==> config.mk <==
export PLATFORM = sky130hd
export DESIGN_NAME = adc_startup_chop_sequencer
export DESIGN_NICKNAME = d
export VERILOG_FILES = /design/src/core/adc_seq_pkg.sv /design/src/core/adc_startup_chop_sequencer.sv
export SDC_FILE = /design/constraint.sdc
export NUM_CORES = 1
export LEC_CHECK = 0
export ABC_AREA = 1
export BUFFER_PORTS_ARGS = -buffer_cell sky130_fd_sc_hd__buf_2
export CAP_MARGIN = 30
export CORE_MARGIN = 10
export CORE_UTILIZATION = 45
export CTS_CLUSTER_SIZE = 30
export DETAILED_ROUTE_END_ITERATION = 10
export HOLD_SLACK_MARGIN = 0.06
export PLACE_DENSITY_LB_ADDON = 0.05
export SLEW_MARGIN = 20
export SYNTH_ARGS = -nofsm -noshare
export SYNTH_HDL_FRONTEND = slang
export SYNTH_SLANG_ARGS = --single-unit
==> constraint.sdc <==
create_clock -name clock -period 17.9 [get_ports clock]
set_input_delay 2.685 -clock clock [delete_from_list [all_inputs] [get_ports clock]]
set_output_delay 2.685 -clock clock [all_outputs]
set_load 0.005 [all_outputs]
==> src/core/adc_seq_pkg.sv <==
// Constants and types for the start-up and global-chop sequencer
// How it works
// - Reset command 0011h in word one acts only after the whole frame.
// - Chip select rising before the frame completes drops a pending reset.
// - A frame is exactly four words for both host and device.
// - Latched reset acts at once; conversions follow once defaults load.
// - Data-ready goes low to high when power-on settling ends.
// - Modulators wait 300 modulator periods after clock starts.
// - Modulator feeds both filters; fast settles in one, sinc3 in three.
// - First two samples come from fast path, later ones from sinc3.
// - Command or pin reset skips power-on settling, keeps 300-period wait.
// - Default ratio gives 1024 period, first data 1324, sinc3 3372.
// - Continuous mode converts nonstop at modulator rate over ratio.
// - Chop mode alternates polarity; output averages the latest pair.
// - Each polarity swap resets the filter; three conversions per result.
// - A 4-bit delay field adds 2 to 65,536 periods after swaps.
// - Chop period is delay plus three times ratio; falling edge marks it.
// - Chop restarts on sync pin falling edge or ratio change.
// - First chop period after restart is 2 delays, 6 ratios plus 44.
// - Chop mode ignores phase calibration and applies no phase delay.
// - DC test input gives no valid measurement in chop mode.
// - 2-bit power mode field picks one of three modes in both modes.
// - Data-ready is active low and flags new conversion data.
// - Sync pin low past the reset width resets until it returns high.
// - Every reset source restores register defaults before converting.
package adc_seq_pkg;

  localparam logic [7:0]  OFS_CTRL     = 8'h00;
  localparam logic [7:0]  OFS_STATUS   = 8'h04;
  localparam logic [7:0]  OFS_PHASE    = 8'h08;

  localparam int          CHOP_EN_BIT  = 0;
  localparam int          DELAY_LSB    = 4;
  localparam int          POWER_LSB    = 8;
  localparam int          RATIO_LSB    = 12;
  localparam int          DCTEST_BIT   = 16;
  localparam logic [31:0] CTRL_RST     = 32'h0000_3200;
  localparam logic [15:0] PHASE_RST    = 16'h0000;

  localparam logic [15:0] RESET_CMD    = 16'h0011;
  localparam int          WORD_BITS    = 24;
  localparam int          FRAME_WORDS  = 4;
  localparam logic [6:0]  FRAME_BITS   = 7'(WORD_BITS * FRAME_WORDS);

  localparam logic [19:0] MOD_WAIT     = 20'd300;
  localparam logic [19:0] FIRST_EXTRA  = 20'd44;
  localparam logic [19:0] RATIO_BASE   = 20'd128;
  localparam logic [19:0] DELAY_BASE   = 20'd2;
  localparam logic [1:0]  FAST_SAMPLES = 2'd2;

  localparam int          CLK_NS       = 8;
  localparam int          RDY_LOW_NS   = 64;
  localparam logic [3:0]  RDY_LOW_CYC  = 4'(RDY_LOW_NS / CLK_NS);

  localparam logic [1:0]  AXI_OKAY     = 2'b00;
  localparam logic [1:0]  AXI_SLVERR   = 2'b10;

  typedef enum logic [1:0] {
    very_low_power_mode  = 2'b00,
    low_power_mode       = 2'b01,
    high_resolution_mode = 2'b10
  } power_mode_t;

  typedef enum logic [1:0] {
    st_por,
    st_hold,
    st_modwait,
    st_conv
  } seq_state_t;

endpackage

==> src/core/adc_startup_chop_sequencer.sv <==
// Start-up, reset command and global-chop sequencer with AXI4-Lite registers
`timescale 1ns/100ps
module adc_startup_chop_sequencer #(
  parameter int POR_CYCLES       = 2048,
  parameter int RESET_LOW_CYCLES = 256
) (
  input  wire logic        clock,
  input  wire logic        rst,
  input  wire logic [7:0]  awaddr,
  input  wire logic        awvalid,
  output logic             awready,
  input  wire logic [31:0] wdata,
  input  wire logic [3:0]  wstrb,
  input  wire logic        wvalid,
  output logic             wready,
  output logic [1:0]       bresp,
  output logic             bvalid,
  input  wire logic        bready,
  input  wire logic [7:0]  araddr,
  input  wire logic        arvalid,
  output logic             arready,
  output logic [31:0]      rdata,
  output logic [1:0]       rresp,
  output logic             rvalid,
  input  wire logic        rready,
  input  wire logic        master_clock_input,
  input  wire logic        sclk,
  input  wire logic        cs_n,
  input  wire logic        din,
  input  wire logic        sync_reset_n,
  input  wire logic [23:0] raw_result,
  output logic             conversion_ready_n,
  output logic [23:0]      conv_result,
  output logic             fast_filter_sel,
  output logic             modulator_run,
  output logic             chop_polarity,
  output logic             filter_reset,
  output logic [1:0]       power_mode_select,
  output logic [7:0]       phase_delay_0,
  output logic [7:0]       phase_delay_1,
  output logic             dc_test_valid
);

  function automatic logic [19:0] ratio_len(input logic [2:0] code);
    ratio_len = adc_seq_pkg::RATIO_BASE << code;
  endfunction

  function automatic logic [19:0] delay_len(input logic [3:0] code);
    delay_len = adc_seq_pkg::DELAY_BASE << code;
  endfunction

  function automatic logic [31:0] merge(input logic [31:0] old,
                                        input logic [31:0] nw,
                                        input logic [3:0]  strb);
    merge = old;
    for (int i = 0; i < 4; i++) begin
      if (strb[i]) begin
        merge[8*i +: 8] = nw[8*i +: 8];
      end
    end
  endfunction

  // Pin synchronisers: mclk, sclk, cs_n, din, sync_n
  logic [4:0] sy1_r;
  logic [4:0] sy2_r;
  logic [4:0] sy3_r;
  always_ff @(posedge clock or posedge rst) begin
    if (rst) begin
      sy1_r <= 5'h07;
      sy2_r <= 5'h07;
      sy3_r <= 5'h07;
    end else begin
      sy1_r <= {master_clock_input, sclk, cs_n, din, sync_reset_n};
      sy2_r <= sy1_r;
      sy3_r <= sy2_r;
    end
  end

  logic mod_tick;
  logic sclk_fall;
  logic cs_s;
  logic din_s;
  logic sync_s;
  logic sync_fall;
  assign mod_tick  = sy2_r[4] && !sy3_r[4];
  assign sclk_fall = !sy2_r[3] && sy3_r[3];
  assign cs_s      = sy2_r[2];
  assign din_s     = sy2_r[1];
  assign sync_s    = sy2_r[0];
  assign sync_fall = !sy2_r[0] && sy3_r[0];

  adc_seq_pkg::seq_state_t state_r;
  logic [31:0] ctrl_r;
  logic [15:0] phase_r;

  logic        chop_en;
  logic [3:0]  delay_code;
  logic [2:0]  ratio_code;
  assign chop_en    = ctrl_r[adc_seq_pkg::CHOP_EN_BIT];
  assign delay_code = ctrl_r[adc_seq_pkg::DELAY_LSB +: 4];
  assign ratio_code = ctrl_r[adc_seq_pkg::RATIO_LSB +: 3];

  // Serial frame: only the reset command is decoded here
  logic [6:0]  bit_cnt_r;
  logic [15:0] cmd_r;
  logic        cmd_fire;
  assign cmd_fire = (state_r != adc_seq_pkg::st_por) && !cs_s && sclk_fall
                 && bit_cnt_r == adc_seq_pkg::FRAME_BITS - 7'd1
                 && cmd_r == adc_seq_pkg::RESET_CMD;
  always_ff @(posedge clock or posedge rst) begin
    if (rst) begin
      bit_cnt_r <= 7'd0;
      cmd_r     <= 16'h0000;
    end else if (cs_s) begin
      bit_cnt_r <= 7'd0;
    end else if (sclk_fall && bit_cnt_r != adc_seq_pkg::FRAME_BITS) begin
      bit_cnt_r <= bit_cnt_r + 7'd1;
      if (bit_cnt_r < 7'd16) begin
        cmd_r <= {cmd_r[14:0], din_s};
      end
    end
  end

  // Sync pin low for longer than the reset width holds the device
  logic [15:0] sync_low_r;
  logic        pin_hold;
  assign pin_hold = sync_low_r >= 16'(RESET_LOW_CYCLES);
  always_ff @(posedge clock or posedge rst) begin
    if (rst) begin
      sync_low_r <= 16'd0;
    end else if (sync_s) begin
      sync_low_r <= 16'd0;
    end else if (!pin_hold) begin
      sync_low_r <= sync_low_r + 16'd1;
    end
  end

  logic soft_reset;
  assign soft_reset = cmd_fire || pin_hold;

  logic [2:0] ratio_prev_r;
  logic       restart;
  always_ff @(posedge clock or posedge rst) begin
    if (rst) begin
      ratio_prev_r <= adc_seq_pkg::CTRL_RST[adc_seq_pkg::RATIO_LSB +: 3];
    end else begin
      ratio_prev_r <= ratio_code;
    end
  end
  assign restart = chop_en && state_r == adc_seq_pkg::st_conv
                && (sync_fall || ratio_code != ratio_prev_r);

  logic [19:0] first_len;
  logic [19:0] chop_len;
  assign chop_len  = delay_len(delay_code)
                   + 20'(3 * ratio_len(ratio_code));
  assign first_len = chop_len + chop_len + adc_seq_pkg::FIRST_EXTRA;

  logic [19:0] cnt_r;
  logic [19:0] len_r;
  logic [1:0]  samples_r;
  logic        period_end;
  assign period_end = state_r == adc_seq_pkg::st_conv && !restart
                   && mod_tick && cnt_r == len_r - 20'd1;

  always_ff @(posedge clock or posedge rst) begin
    if (rst) begin
      state_r   <= adc_seq_pkg::st_por;
      cnt_r     <= 20'd0;
      len_r     <= 20'd0;
      samples_r <= 2'd0;
    end else if (pin_hold) begin
      state_r   <= adc_seq_pkg::st_hold;
      cnt_r     <= 20'd0;
      samples_r <= 2'd0;
    end else if (cmd_fire) begin
      state_r   <= adc_seq_pkg::st_modwait;
      cnt_r     <= 20'd0;
      samples_r <= 2'd0;
    end else begin
      unique case (state_r)
        adc_seq_pkg::st_por: begin
          if (cnt_r == 20'(POR_CYCLES - 1)) begin
            state_r <= adc_seq_pkg::st_modwait;
            cnt_r   <= 20'd0;
          end else begin
            cnt_r <= cnt_r + 20'd1;
          end
        end
        adc_seq_pkg::st_hold: begin
          if (sync_s) begin
            state_r <= adc_seq_pkg::st_modwait;
          end
        end
        adc_seq_pkg::st_modwait: begin
          if (mod_tick) begin
            if (cnt_r == adc_seq_pkg::MOD_WAIT - 20'd1) begin
              state_r <= adc_seq_pkg::st_conv;
              cnt_r   <= 20'd0;
              len_r   <= chop_en ? first_len : ratio_len(ratio_code);
            end else begin
              cnt_r <= cnt_r + 20'd1;
            end
          end
        end
        adc_seq_pkg::st_conv: begin
          if (restart) begin
            cnt_r <= 20'd0;
            len_r <= first_len;
          end else if (period_end) begin
            cnt_r <= 20'd0;
            len_r <= chop_en ? chop_len : ratio_len(ratio_code);
            if (samples_r != adc_seq_pkg::FAST_SAMPLES) begin
              samples_r <= samples_r + 2'd1;
            end
          end else if (mod_tick) begin
            cnt_r <= cnt_r + 20'd1;
          end
        end
      endcase
    end
  end

  assign modulator_run   = state_r == adc_seq_pkg::st_conv;
  assign fast_filter_sel = samples_r < adc_seq_pkg::FAST_SAMPLES;

  // Polarity swap and filter reset
  always_ff @(posedge clock or posedge rst) begin
    if (rst) begin
      chop_polarity <= 1'b0;
      filter_reset  <= 1'b0;
    end else begin
      filter_reset <= soft_reset || restart
                   || (period_end && chop_en);
      if (soft_reset || restart || !chop_en) begin
        chop_polarity <= 1'b0;
      end else if (period_end) begin
        chop_polarity <= !chop_polarity;
      end
    end
  end

  // Result path: sliding average of the last two conversions in chop mode
  logic [23:0] prev_r;
  logic [24:0] pair_sum;
  assign pair_sum = {prev_r[23], prev_r} + {raw_result[23], raw_result};
  always_ff @(posedge clock or posedge rst) begin
    if (rst) begin
      prev_r      <= 24'h000000;
      conv_result <= 24'h000000;
    end else if (period_end) begin
      prev_r      <= raw_result;
      conv_result <= chop_en ? pair_sum[24:1] : raw_result;
    end
  end

  // Data-ready: low through power-on settling, then low pulse per result
  logic [3:0] ready_cnt_r;
  always_ff @(posedge clock or posedge rst) begin
    if (rst) begin
      conversion_ready_n <= 1'b0;
      ready_cnt_r        <= 4'd0;
    end else if (state_r == adc_seq_pkg::st_por || soft_reset) begin
      conversion_ready_n <= state_r != adc_seq_pkg::st_por
                         || cnt_r == 20'(POR_CYCLES - 1);
      ready_cnt_r        <= 4'd0;
    end else if (period_end) begin
      conversion_ready_n <= 1'b0;
      ready_cnt_r        <= adc_seq_pkg::RDY_LOW_CYC - 4'd1;
    end else if (ready_cnt_r != 4'd0) begin
      ready_cnt_r <= ready_cnt_r - 4'd1;
    end else begin
      conversion_ready_n <= 1'b1;
    end
  end

  assign power_mode_select = ctrl_r[adc_seq_pkg::POWER_LSB +: 2];
  assign phase_delay_0 = chop_en ? 8'h00 : phase_r[7:0];
  assign phase_delay_1 = chop_en ? 8'h00 : phase_r[15:8];
  assign dc_test_valid = ctrl_r[adc_seq_pkg::DCTEST_BIT] && !chop_en;

  // AXI4-Lite write channel
  logic        aw_ok_r;
  logic        w_ok_r;
  logic [7:0]  awaddr_r;
  logic [31:0] wdata_r;
  logic [3:0]  wstrb_r;
  logic        do_write;
  assign awready  = !aw_ok_r && !bvalid;
  assign wready   = !w_ok_r && !bvalid;
  assign do_write = aw_ok_r && w_ok_r;
  always_ff @(posedge clock or posedge rst) begin
    if (rst) begin
      aw_ok_r  <= 1'b0;
      w_ok_r   <= 1'b0;
      awaddr_r <= 8'h00;
      wdata_r  <= 32'h0000_0000;
      wstrb_r  <= 4'h0;
      bvalid   <= 1'b0;
      bresp    <= adc_seq_pkg::AXI_OKAY;
    end else begin
      if (awvalid && awready) begin
        aw_ok_r  <= 1'b1;
        awaddr_r <= awaddr;
      end
      if (wvalid && wready) begin
        w_ok_r  <= 1'b1;
        wdata_r <= wdata;
        wstrb_r <= wstrb;
      end
      if (do_write) begin
        aw_ok_r <= 1'b0;
        w_ok_r  <= 1'b0;
        bvalid  <= 1'b1;
        bresp   <= (awaddr_r == adc_seq_pkg::OFS_CTRL
                 || awaddr_r == adc_seq_pkg::OFS_PHASE)
                 ? adc_seq_pkg::AXI_OKAY : adc_seq_pkg::AXI_SLVERR;
      end else if (bvalid && bready) begin
        bvalid <= 1'b0;
      end
    end
  end

  always_ff @(posedge clock or posedge rst) begin
    if (rst) begin
      ctrl_r  <= adc_seq_pkg::CTRL_RST;
      phase_r <= adc_seq_pkg::PHASE_RST;
    end else if (soft_reset) begin
      ctrl_r  <= adc_seq_pkg::CTRL_RST;
      phase_r <= adc_seq_pkg::PHASE_RST;
    end else if (do_write && awaddr_r == adc_seq_pkg::OFS_CTRL) begin
      ctrl_r <= merge(ctrl_r, wdata_r, wstrb_r) & 32'h0001_73f1;
    end else if (do_write && awaddr_r == adc_seq_pkg::OFS_PHASE) begin
      phase_r <= 16'(merge({16'h0000, phase_r}, wdata_r, wstrb_r));
    end
  end

  // AXI4-Lite read channel
  logic [31:0] status_w;
  assign status_w = {24'h000000, dc_test_valid, state_r != adc_seq_pkg::st_por,
                     samples_r, chop_polarity, fast_filter_sel, state_r};
  assign arready = !rvalid;
  always_ff @(posedge clock or posedge rst) begin
    if (rst) begin
      rvalid <= 1'b0;
      rdata  <= 32'h0000_0000;
      rresp  <= adc_seq_pkg::AXI_OKAY;
    end else if (arvalid && arready) begin
      rvalid <= 1'b1;
      rresp  <= adc_seq_pkg::AXI_OKAY;
      unique case (araddr)
        adc_seq_pkg::OFS_CTRL:   rdata <= ctrl_r;
        adc_seq_pkg::OFS_STATUS: rdata <= status_w;
        adc_seq_pkg::OFS_PHASE:  rdata <= {16'h0000, phase_r};
        default: begin
          rdata <= 32'h0000_0000;
          rresp <= adc_seq_pkg::AXI_SLVERR;
        end
      endcase
    end else if (rvalid && rready) begin
      rvalid <= 1'b0;
    end
  end

  // Tick counter used only by the modulator-wait check below
  logic [19:0] wait_ticks_r;
  always_ff @(posedge clock or posedge rst) begin
    if (rst) begin
      wait_ticks_r <= 20'd0;
    end else if (state_r != adc_seq_pkg::st_modwait || soft_reset) begin
      wait_ticks_r <= 20'd0;
    end else if (mod_tick) begin
      wait_ticks_r <= wait_ticks_r + 20'd1;
    end
  end
endmodule

==> flow_summary.toml, run 1 <==
[finish]
utilization_pct = 51.6
final_common_cell = "nand2_1"
antenna_cells = 0
drive_gt1_share_pct = 15.9
area_delta_synth_final_pct = 13.4
postLayoutCellArea_um2 = 15700
layout.nets = 2025
final_cell_mix = "nand2_1 (358), dfrtp_1 (218), inv_1 (215)"

[setup_path]
r2r-start = "ctrl_r[0]"
endpoint_kind = "output port"
crit_path_start_kind = "flop"
required_ns = 15.21
reg2reg_depth = 13
crit_type = "flop to output port"
crit_arrival_ns = 1.98
path_max_fanout = 13
cp-startpoint = "state_r[1]"

[grt]
overflow = 0
grt_pass1_wl_um = 61700
grt_pass1_vias = 11721
antenna_found_initial = 0
grt_usage_pct = 19.2
grt_max_degree = 114

[run_status]
status = "finished clean"

[die]
ioPinCount = 177
start_util_pct = 45.5
design.core.area_um2 = 30500
die_h_um = 196
num_rows = 64
die_w_um = 196
die_area_um2 = 38300

[sta]
finalMaxSlewViolations = 0
layout_worst_path_cycle_share_pct = 26.1
skew_ns = 0.0130
finalSetupViolations = 0
slew_headroom_pct = 36.4
hold_viol = 0
grt_setup_unrepaired = "false"
tns_ns = 0
fmax_ghz = 0.214
tightestPinTransition_ns = 0.952
timing.final.crit_period_ns = 4.67

[power_and_ir_drop]
irDropWorstVdd_v = 0.000120
p_leak_nw = 7.74
powerDensity_nw_per_um2 = 90.1
power_w = 0.00142

[logic_synthesis]
synth_ff_type = "dfrtp_1"
yosysWarnings = 0
syn_inst = 1767
synth.distinct_cells = 55
synth_edf_count = 0
syn_area_um2 = 13900
yosysTopAreaCellShare_pct = 39.5
ys_top_cells_by_area = "dfrtp_1 (39%), nand2_1 (9.7%), inv_1 (5.8%), nor2_1 (5.2%), ha_1 (4.4%)"
synth.largest_area_cell = "dfrtp_1"
yosys_register_bits = 231
yosysSeqAreaShare_pct = 41.7
synthArstFlopShare_pct = 100
synth.avg_cell_area_um2 = 7.86

[clock_network]
clk_latency_ns = 0.55
clk_pin_slew_ns = 0.06
cts_tree = "yes"
cts.sinks = 231
ctsResizeCount = 0
numCtsBuffers = 27
clockBufferDepth = 3
root_buffer = "clkbuf_16"
cts_hold_buffers = 0
cts_post_setup_buffers_inserted = 0
ctsHtreeMaxLevel = 1

[drt]
avgRoutedWirePerCell_um = 16.3
drc = 0
num_vias = 11953
ant_nets = 0
drtIter0Drc = 682
detail_route.wirelength_um = 37400
viasPerCell = 5.19
first_pass_iters = 5

[job]
drv_cap = 0

[place]
port_buffers = 143
gp_congestion = 0.942
placed_area_um2 = 14800
dp_hpwl_um = 28400

[min_path]
hp-start = "sy1_r[3]"
holdPathStages = 0
hp-class = "flop to flop"
[layer usage]
layer,global-route usage [%],vias to the layer above,wire length (µm)
met5,0,-,0
met4,4.33,0,788
met3,3.55,46,2030
met2,30.6,276,16800
met1,26.6,5593,17800
li1,-,6038,-
[synthesized netlist by cell type, drive strengths merged, types with 11 or more instances]
cell and instances:
o22ai 30, buf 42, mux2 45, nor4 22
xor2 30, nand4 38, ha 49, dfstp 12
a211oi 11, clkbuf 37, nor3 36, dfrtp 219
xnor2 13, o21ai 146, nor2 204, a21oi 94
nand2 364, nand3 86, inv 222
[area by class of cell]
class | count | area, µm²
inverters | 224 | 848
multi-input cells | 1249 | 6870
clock inverters | 8 | 134
repair buffers | 152 | 807
fillers | 3031 | 14800
well taps | 396 | 495
clock buffers | 42 | 792
flip-flops and latches | 231 | 5800
[stage by stage]
step	std cells	hold slack [ns]	worst slack, ns
finish	2302	0.340	13.23
CTS	2301	0.343	13.21
global route	2302	0.356	13.04
detailed placement	2251	0.336	12.76
global placement	2249	0.335	12.75
floorplan	1783	0.331	8.90
[sequential cells by signal, summed over array words and instances (netlist names), 5 cells and up]
signal	flops
conv_result	24
prev_r	24
cnt_r	20
len_r	19
rdata	17
wdata_r	17
cmd_r	16
phase_r	16
sync_low_r	16
ctrl_r	11
awaddr_r	8
bit_cnt_r	7
sy1_r	5
sy2_r	5
[cell families after synthesis]
family                     count (synthesis)  synth area share (%)
AOI/OAI and AO/OA                        323                  13.3
xor gates and xnor gates                  43                  2.77
adders and majority gates                 52                  4.85
buffers and inverters                    303                  9.24
DFF                                      231                  41.7
muxes                                     45                  3.92
other                                      1                0.0270
and+or+nand+nor                          769                  24.2
[report_power, final]
part	switching [W]	internal [W]
clock network	0.000221	0.000348
logic	0.000128	0.0000937
registers	0.0000407	0.000586
[critical path: stages, from the launching register on]
cell and delay [ns]:
dfrtp_1 0.48, nand2_1 0.33, inv_1 0.43, buf_2 0.19
[path summary, 6_finish.rpt]
path	endpoint	slack [ns]
setup / recovery	modulator_run	13.23
hold / removal	sy2_r[3]	0.34
setup reg to reg	cnt_r[16]	13.91
hold reg to reg	sy2_r[3]	0.34
max in group asynchronous	len_r[6]	14.39
min in group asynchronous	bit_cnt_r[0]	2.27
Note: power is estimated with default switching activity, not from simulation.
==> run 2, diff against run 1 <==
clock period = 3.9 ns   (was 17.9 ns; I/O delays follow)
==> run 2 against run 1 <==
- routed wire length down 1.4%
- non-clock buffer count rose by 5
- global-route usage down 0.44 points
- clock power rose to 4.2 times the previous value
- largest cell class unchanged
==> flow_summary.toml, run 2 (same netlist as run 1, synthesis figures left out) <==
[power_and_ir_drop]
internal_power_w = 0.00450
p_sw_share_pct = 28.0
power_w = 0.00626
p_clk_share_pct = 37.9
power_frac_comb_pct = 16.3
irDropWorstVdd_v = 0.000423
p_leak_nw = 7.72
seqPwrFrac_pct = 45.8
power.switching_w = 0.00175
powerDensity_nw_per_um2 = 398

[finish]
drive_gt1_share_pct = 16.0
area_delta_synth_final_pct = 13.1
final_cell_mix = "nand2_1 (358), dfrtp_1 (218), inv_1 (215)"
register_area_um2 = 5800
layout.nets = 2030
final_common_cell = "nand2_1"
multiInputGateArea_um2 = 6870
utilization_pct = 51.5
reg_top3 = "conv_result (24), prev_r (24), cnt_r (20)"
fill_cells = 3061
antenna_cells = 0

[clock_network]
ctsResizeCount = 0
numCtsBuffers = 27
cts.sinks = 231
clockBufferDepth = 3
cts_tree = "yes"
cts_hold_buffers = 0
clk_pin_slew_ns = 0.06
root_buffer = "clkbuf_16"
clk_latency_ns = 0.55
ctsHtreeMaxLevel = 1
cts_post_setup_buffers_inserted = 0

[setup_path]
regToRegEndpoint = "len_r[14]"
cpMaxStageDelayCell = "dfrtp_1"
cp_slowest_stage_delay_ns = 0.53
crit_path_start_kind = "flop"
required_ns = 4.32
r2r-start = "ctrl_r[7]"
endpoint_kind = "flop"
r2r_slack_ns = 0.39
crit_top_cell = "a21oi_1"
path_cells = "clkinv_1, nor4_1, ha_1, inv_1, fa_1, o21ai_0, a21oi_1, or2_2, nand3_1, a21oi_1, a21boi_0, o21ai_2"
path_max_fanout = 10
crit_arrival_ns = 3.93
crit_type = "flop to flop"
reg2reg_depth = 12

[sta]
skew_ns = 0.0165
finalMaxSlewViolations = 0
timing.final.crit_period_ns = 3.51
layout_worst_path_cycle_share_pct = 89.9
fmax_ghz = 0.285
slew_headroom_pct = 39.7
finalSetupViolations = 0
grt_setup_unrepaired = "false"
hold_viol = 0
tightestPinTransition_ns = 0.902
tns_ns = 0

[die]
die_h_um = 196
ioPinCount = 177
die_area_um2 = 38300
num_rows = 64
die_w_um = 196
design.core.area_um2 = 30500
start_util_pct = 45.5

[min_path]
min_to = "sy1_r[1]"
holdPathStages = 1
hp-class = "primary input to flop"
hp-start = "din"

[place]
port_buffers = 143
gp_congestion = 0.904
dp_hpwl_um = 28300

[grt]
gr-max-usage-layer = "met2"
grt_pass1_vias = 11629
grt_pass1_wl_um = 60700
grt_max_degree = 72
gr-usage-met1_pct = 25.8
grt_usage_pct = 18.8
overflow = 0
met2_usage_pct = 29.8
antenna_found_initial = 0
grtUsageMet3_pct = 3.36

[drt]
ant_nets = 0
num_vias = 11816
avgRoutedWirePerCell_um = 16.0
drtIter0Drc = 601
drc = 0
viasPerCell = 5.13
detail_route.wirelength_um = 36900
first_pass_iters = 5

[job]
drv_cap = 0

[run_status]
status = "finished clean"
[run 2: cell types whose count changed in the layout (fill, tap and decap cells not counted)]
cell / delta
buf_4: +4
buf_12: +2
clkbuf_8: -1
buf_6: -1
clkinv_2: -1
bufinv_16: -3
inv_8: -1
clkinvlp_4: +1
clkinv_4: +2
[run 2: stage by stage]
| stage | hold slack (ns) | setup WS (ns) | area, µm² | cells |
|---|---|---|---|---|
| global route | 0.107 | 0.0801 | 15700 | 2304 |
| detailed placement | 0.340 | 0.486 | 14900 | 2256 |
| finish | 0.135 | 0.392 | 15700 | 2304 |
| global placement | 0.337 | 0.561 | 14900 | 2256 |
| floorplan | 0.331 | 0.303 | 13900 | 1783 |
| CTS | 0.110 | 0.458 | 15700 | 2303 |
[run 2: critical path: cells and delay by family (launching register included)]
kind                       cells  cell delay [ns]
buffers and inverters          2             0.41
DFF                            1             0.53
and+or+nand+nor                3             0.78
AOI/OAI and AO/OA              5             0.97
adders and majority gates      2             0.69
[run 2: routing by layer]
metal | wire length (µm) | part of all wire, % | up-vias
met5 | 0 | 0 | -
met4 | 965 | 2.6 | 0
met3 | 1730 | 4.7 | 49
met2 | 16600 | 45 | 211
met1 | 17700 | 48 | 5519
li1 | - | - | 6037
[run 2: layout make-up]
cell class              instances  share of cell area [%]
repair buffers                157                    5.51
clock inverters                 6                   0.359
well taps                     396                    3.15
clock buffers                  41                    4.96
inverters                     224                    5.38
flip-flops and latches        231                    36.9
multi-input cells            1249                    43.7
[run 2: worst max path at each step]
| stage | slack, ns | end | start |
|---|---|---|---|
| floorplan | 0.30 | aw_ok_r | rst |
| global placement | 0.56 | len_r[14] | ctrl_r[7] |
| detailed placement | 0.49 | len_r[14] | ctrl_r[7] |
| CTS | 0.46 | len_r[14] | ctrl_r[7] |
| global route | 0.08 | len_r[14] | ctrl_r[7] |
| finish | 0.39 | len_r[14] | ctrl_r[7] |
[run 2: power groups by stage]
| stage | clock, W | combinational (W) | sequential, W |
|---|---|---|---|
| after global routing | 0.00254 | 0.00116 | 0.00290 |
| after floorplan | 0 | 0.000738 | 0.00285 |
| after CTS | 0.00244 | 0.00103 | 0.00287 |
| final | 0.00237 | 0.00102 | 0.00287 |
| after detailed placement | 0 | 0.00103 | 0.00291 |
| after global placement | 0 | 0.00101 | 0.00290 |
==> run 3, diff against run 2 <==
BUFFER_PORTS_ARGS = -buffer_cell sky130_fd_sc_hd__clkbuf_2   (was -buffer_cell sky130_fd_sc_hd__buf_2)
==> run 3 against run 2 <==
- die area is the same
- non-clock buffer count grew 1
- sequential power is essentially flat
- maximum frequency grew 1.9%
- utilization grew 0.74 points
- worst hold slack lost 0.036 ns
- highest routed layer unchanged
- via count shrank 0.13%
- first-iteration DRC count grew 35%
- register-to-register slack gained 0.07 ns
==> flow_summary.toml, run 3 (same netlist as run 1, synthesis figures left out) <==
[die]
die_area_um2 = 38300
die_h_um = 196
ioPinCount = 177
die_w_um = 196
design.core.area_um2 = 30500
start_util_pct = 45.5
num_rows = 64

[clock_network]
cts_tree = "yes"
clk_pin_slew_ns = 0.06
root_buffer = "clkbuf_16"
clk_latency_ns = 0.57
ctsResizeCount = 0
clockBufferDepth = 3
cts_post_setup_buffers_inserted = 0
cts.sinks = 231
numCtsBuffers = 28
cts_hold_buffers = 0
ctsHtreeMaxLevel = 1

[sta]
timing.final.crit_period_ns = 3.44
skew_ns = 0.0342
grt_setup_unrepaired = "false"
hold_viol = 0
layout_worst_path_cycle_share_pct = 88.2
tightestPinTransition_ns = 0.877
finalMaxSlewViolations = 0
tns_ns = 0
slew_headroom_pct = 41.4
fmax_ghz = 0.291
finalSetupViolations = 0

[grt]
overflow = 0
grt_max_degree = 92
antenna_found_initial = 0
grt_pass1_wl_um = 60200
grt_pass1_vias = 11547
grt_usage_pct = 18.8

[drt]
drtIter0Drc = 810
drc = 0
detail_route.wirelength_um = 36700
avgRoutedWirePerCell_um = 15.9
viasPerCell = 5.11
first_pass_iters = 5
ant_nets = 0
num_vias = 11801

[finish]
reg_top3 = "conv_result (24), prev_r (24), cnt_r (20)"
layout.nets = 2032
final_common_cell = "nand2_1"
drive_gt1_share_pct = 16.6
antenna_cells = 0
utilization_pct = 52.2
final_cell_mix = "nand2_1 (358), dfrtp_1 (218), inv_1 (215)"
area_delta_synth_final_pct = 14.8

[place]
dp_hpwl_um = 28200
gp_congestion = 0.888
port_buffers = 143

[setup_path]
crit_type = "flop to flop"
path_max_fanout = 10
required_ns = 4.31
crit_path_start_kind = "flop"
r2r_slack_ns = 0.46
cp-startpoint = "ctrl_r[7]"
regToRegEndpoint = "len_r[14]"
r2r-start = "ctrl_r[7]"
endpoint_kind = "flop"
crit_arrival_ns = 3.85
reg2reg_depth = 12

[power_and_ir_drop]
powerDensity_nw_per_um2 = 428
p_clk_share_pct = 42.9
p_leak_nw = 7.83
power.switching_w = 0.00180
internal_power_w = 0.00501
p_sw_share_pct = 26.4
irDropWorstVdd_v = 0.000465
power_frac_comb_pct = 15.0
seqPwrFrac_pct = 42.1

[min_path]
min_to = "sy1_r[2]"
hp-start = "cs_n"
holdPathStages = 1
hp-class = "primary input to flop"

[job]
drv_cap = 0

[run_status]
status = "finished clean"
-- run 3: cell types whose count changed in the layout (fill, tap and decap cells not counted), sizes merged --
cell | previous run | this run
buf | 157 | 15
bufinv | 0 | 6
clkbuf | 41 | 183
inv | 222 | 221
-- run 3: critical path: stages (launching register included) --
cell and delay (ns):
dfrtp_1 0.52, clkinv_1 0.32, nor4_1 0.40, ha_1 0.30, ha_1 0.39, nand2_1 0.07
o21ai_0 0.36, a21oi_1 0.14, or2_2 0.31, nand3_1 0.09, a21oi_1 0.08, a21boi_0 0.22
o21ai_2 0.08
-- run 3: power by group through the flow --
stage	combinational [W]	sequential, W	clock [W]
floorplan	0.000738	0.00285	0
global placement	0.00101	0.00290	0
detailed placement	0.00102	0.00291	0
CTS	0.00103	0.00287	0.00300
global route	0.00116	0.00291	0.00310
finish	0.00102	0.00287	0.00292
-- run 3: metal layers --
metal  global-route usage (%)  vias up  part of all wire (%)
met3                     3.67       46                   4.8
met2                     30.2      232                    46
met1                     25.5     5478                    48
met5                        0        -                     0
li1                         -     6045                     -
met4                     4.16        0                   1.9
-- run 3: final cells by class --
type,count,area [µm²]
fillers,2993,14600
multi-input cells,1249,6870
flip-flops and latches,231,5800
repair buffers,158,857
inverters,224,845
clock buffers,40,836
well taps,396,495
clock inverters,11,234
-- run 3: worst max-delay path by stage --
stage | cells past startpoint | slack (ns) | end
floorplan | 1 | 0.30 | aw_ok_r
global placement | 12 | 0.56 | len_r[14]
detailed placement | 12 | 0.57 | len_r[14]
CTS | 12 | 0.51 | len_r[14]
global route | 13 | 0.14 | len_r[16]
finish | 12 | 0.46 | len_r[14]
-- run 3: metrics by stage --
step                power, W  setup WS (ns)  instance area [µm²]  instances  hold slack, ns
global route         0.00717          0.141                15900       2309          0.0731
finish               0.00681          0.459                15900       2309          0.0985
detailed placement   0.00393          0.570                14900       2257           0.336
global placement     0.00391          0.557                14900       2257           0.337
CTS                  0.00690          0.508                15900       2308          0.0729
floorplan            0.00358          0.303                13900       1783           0.331
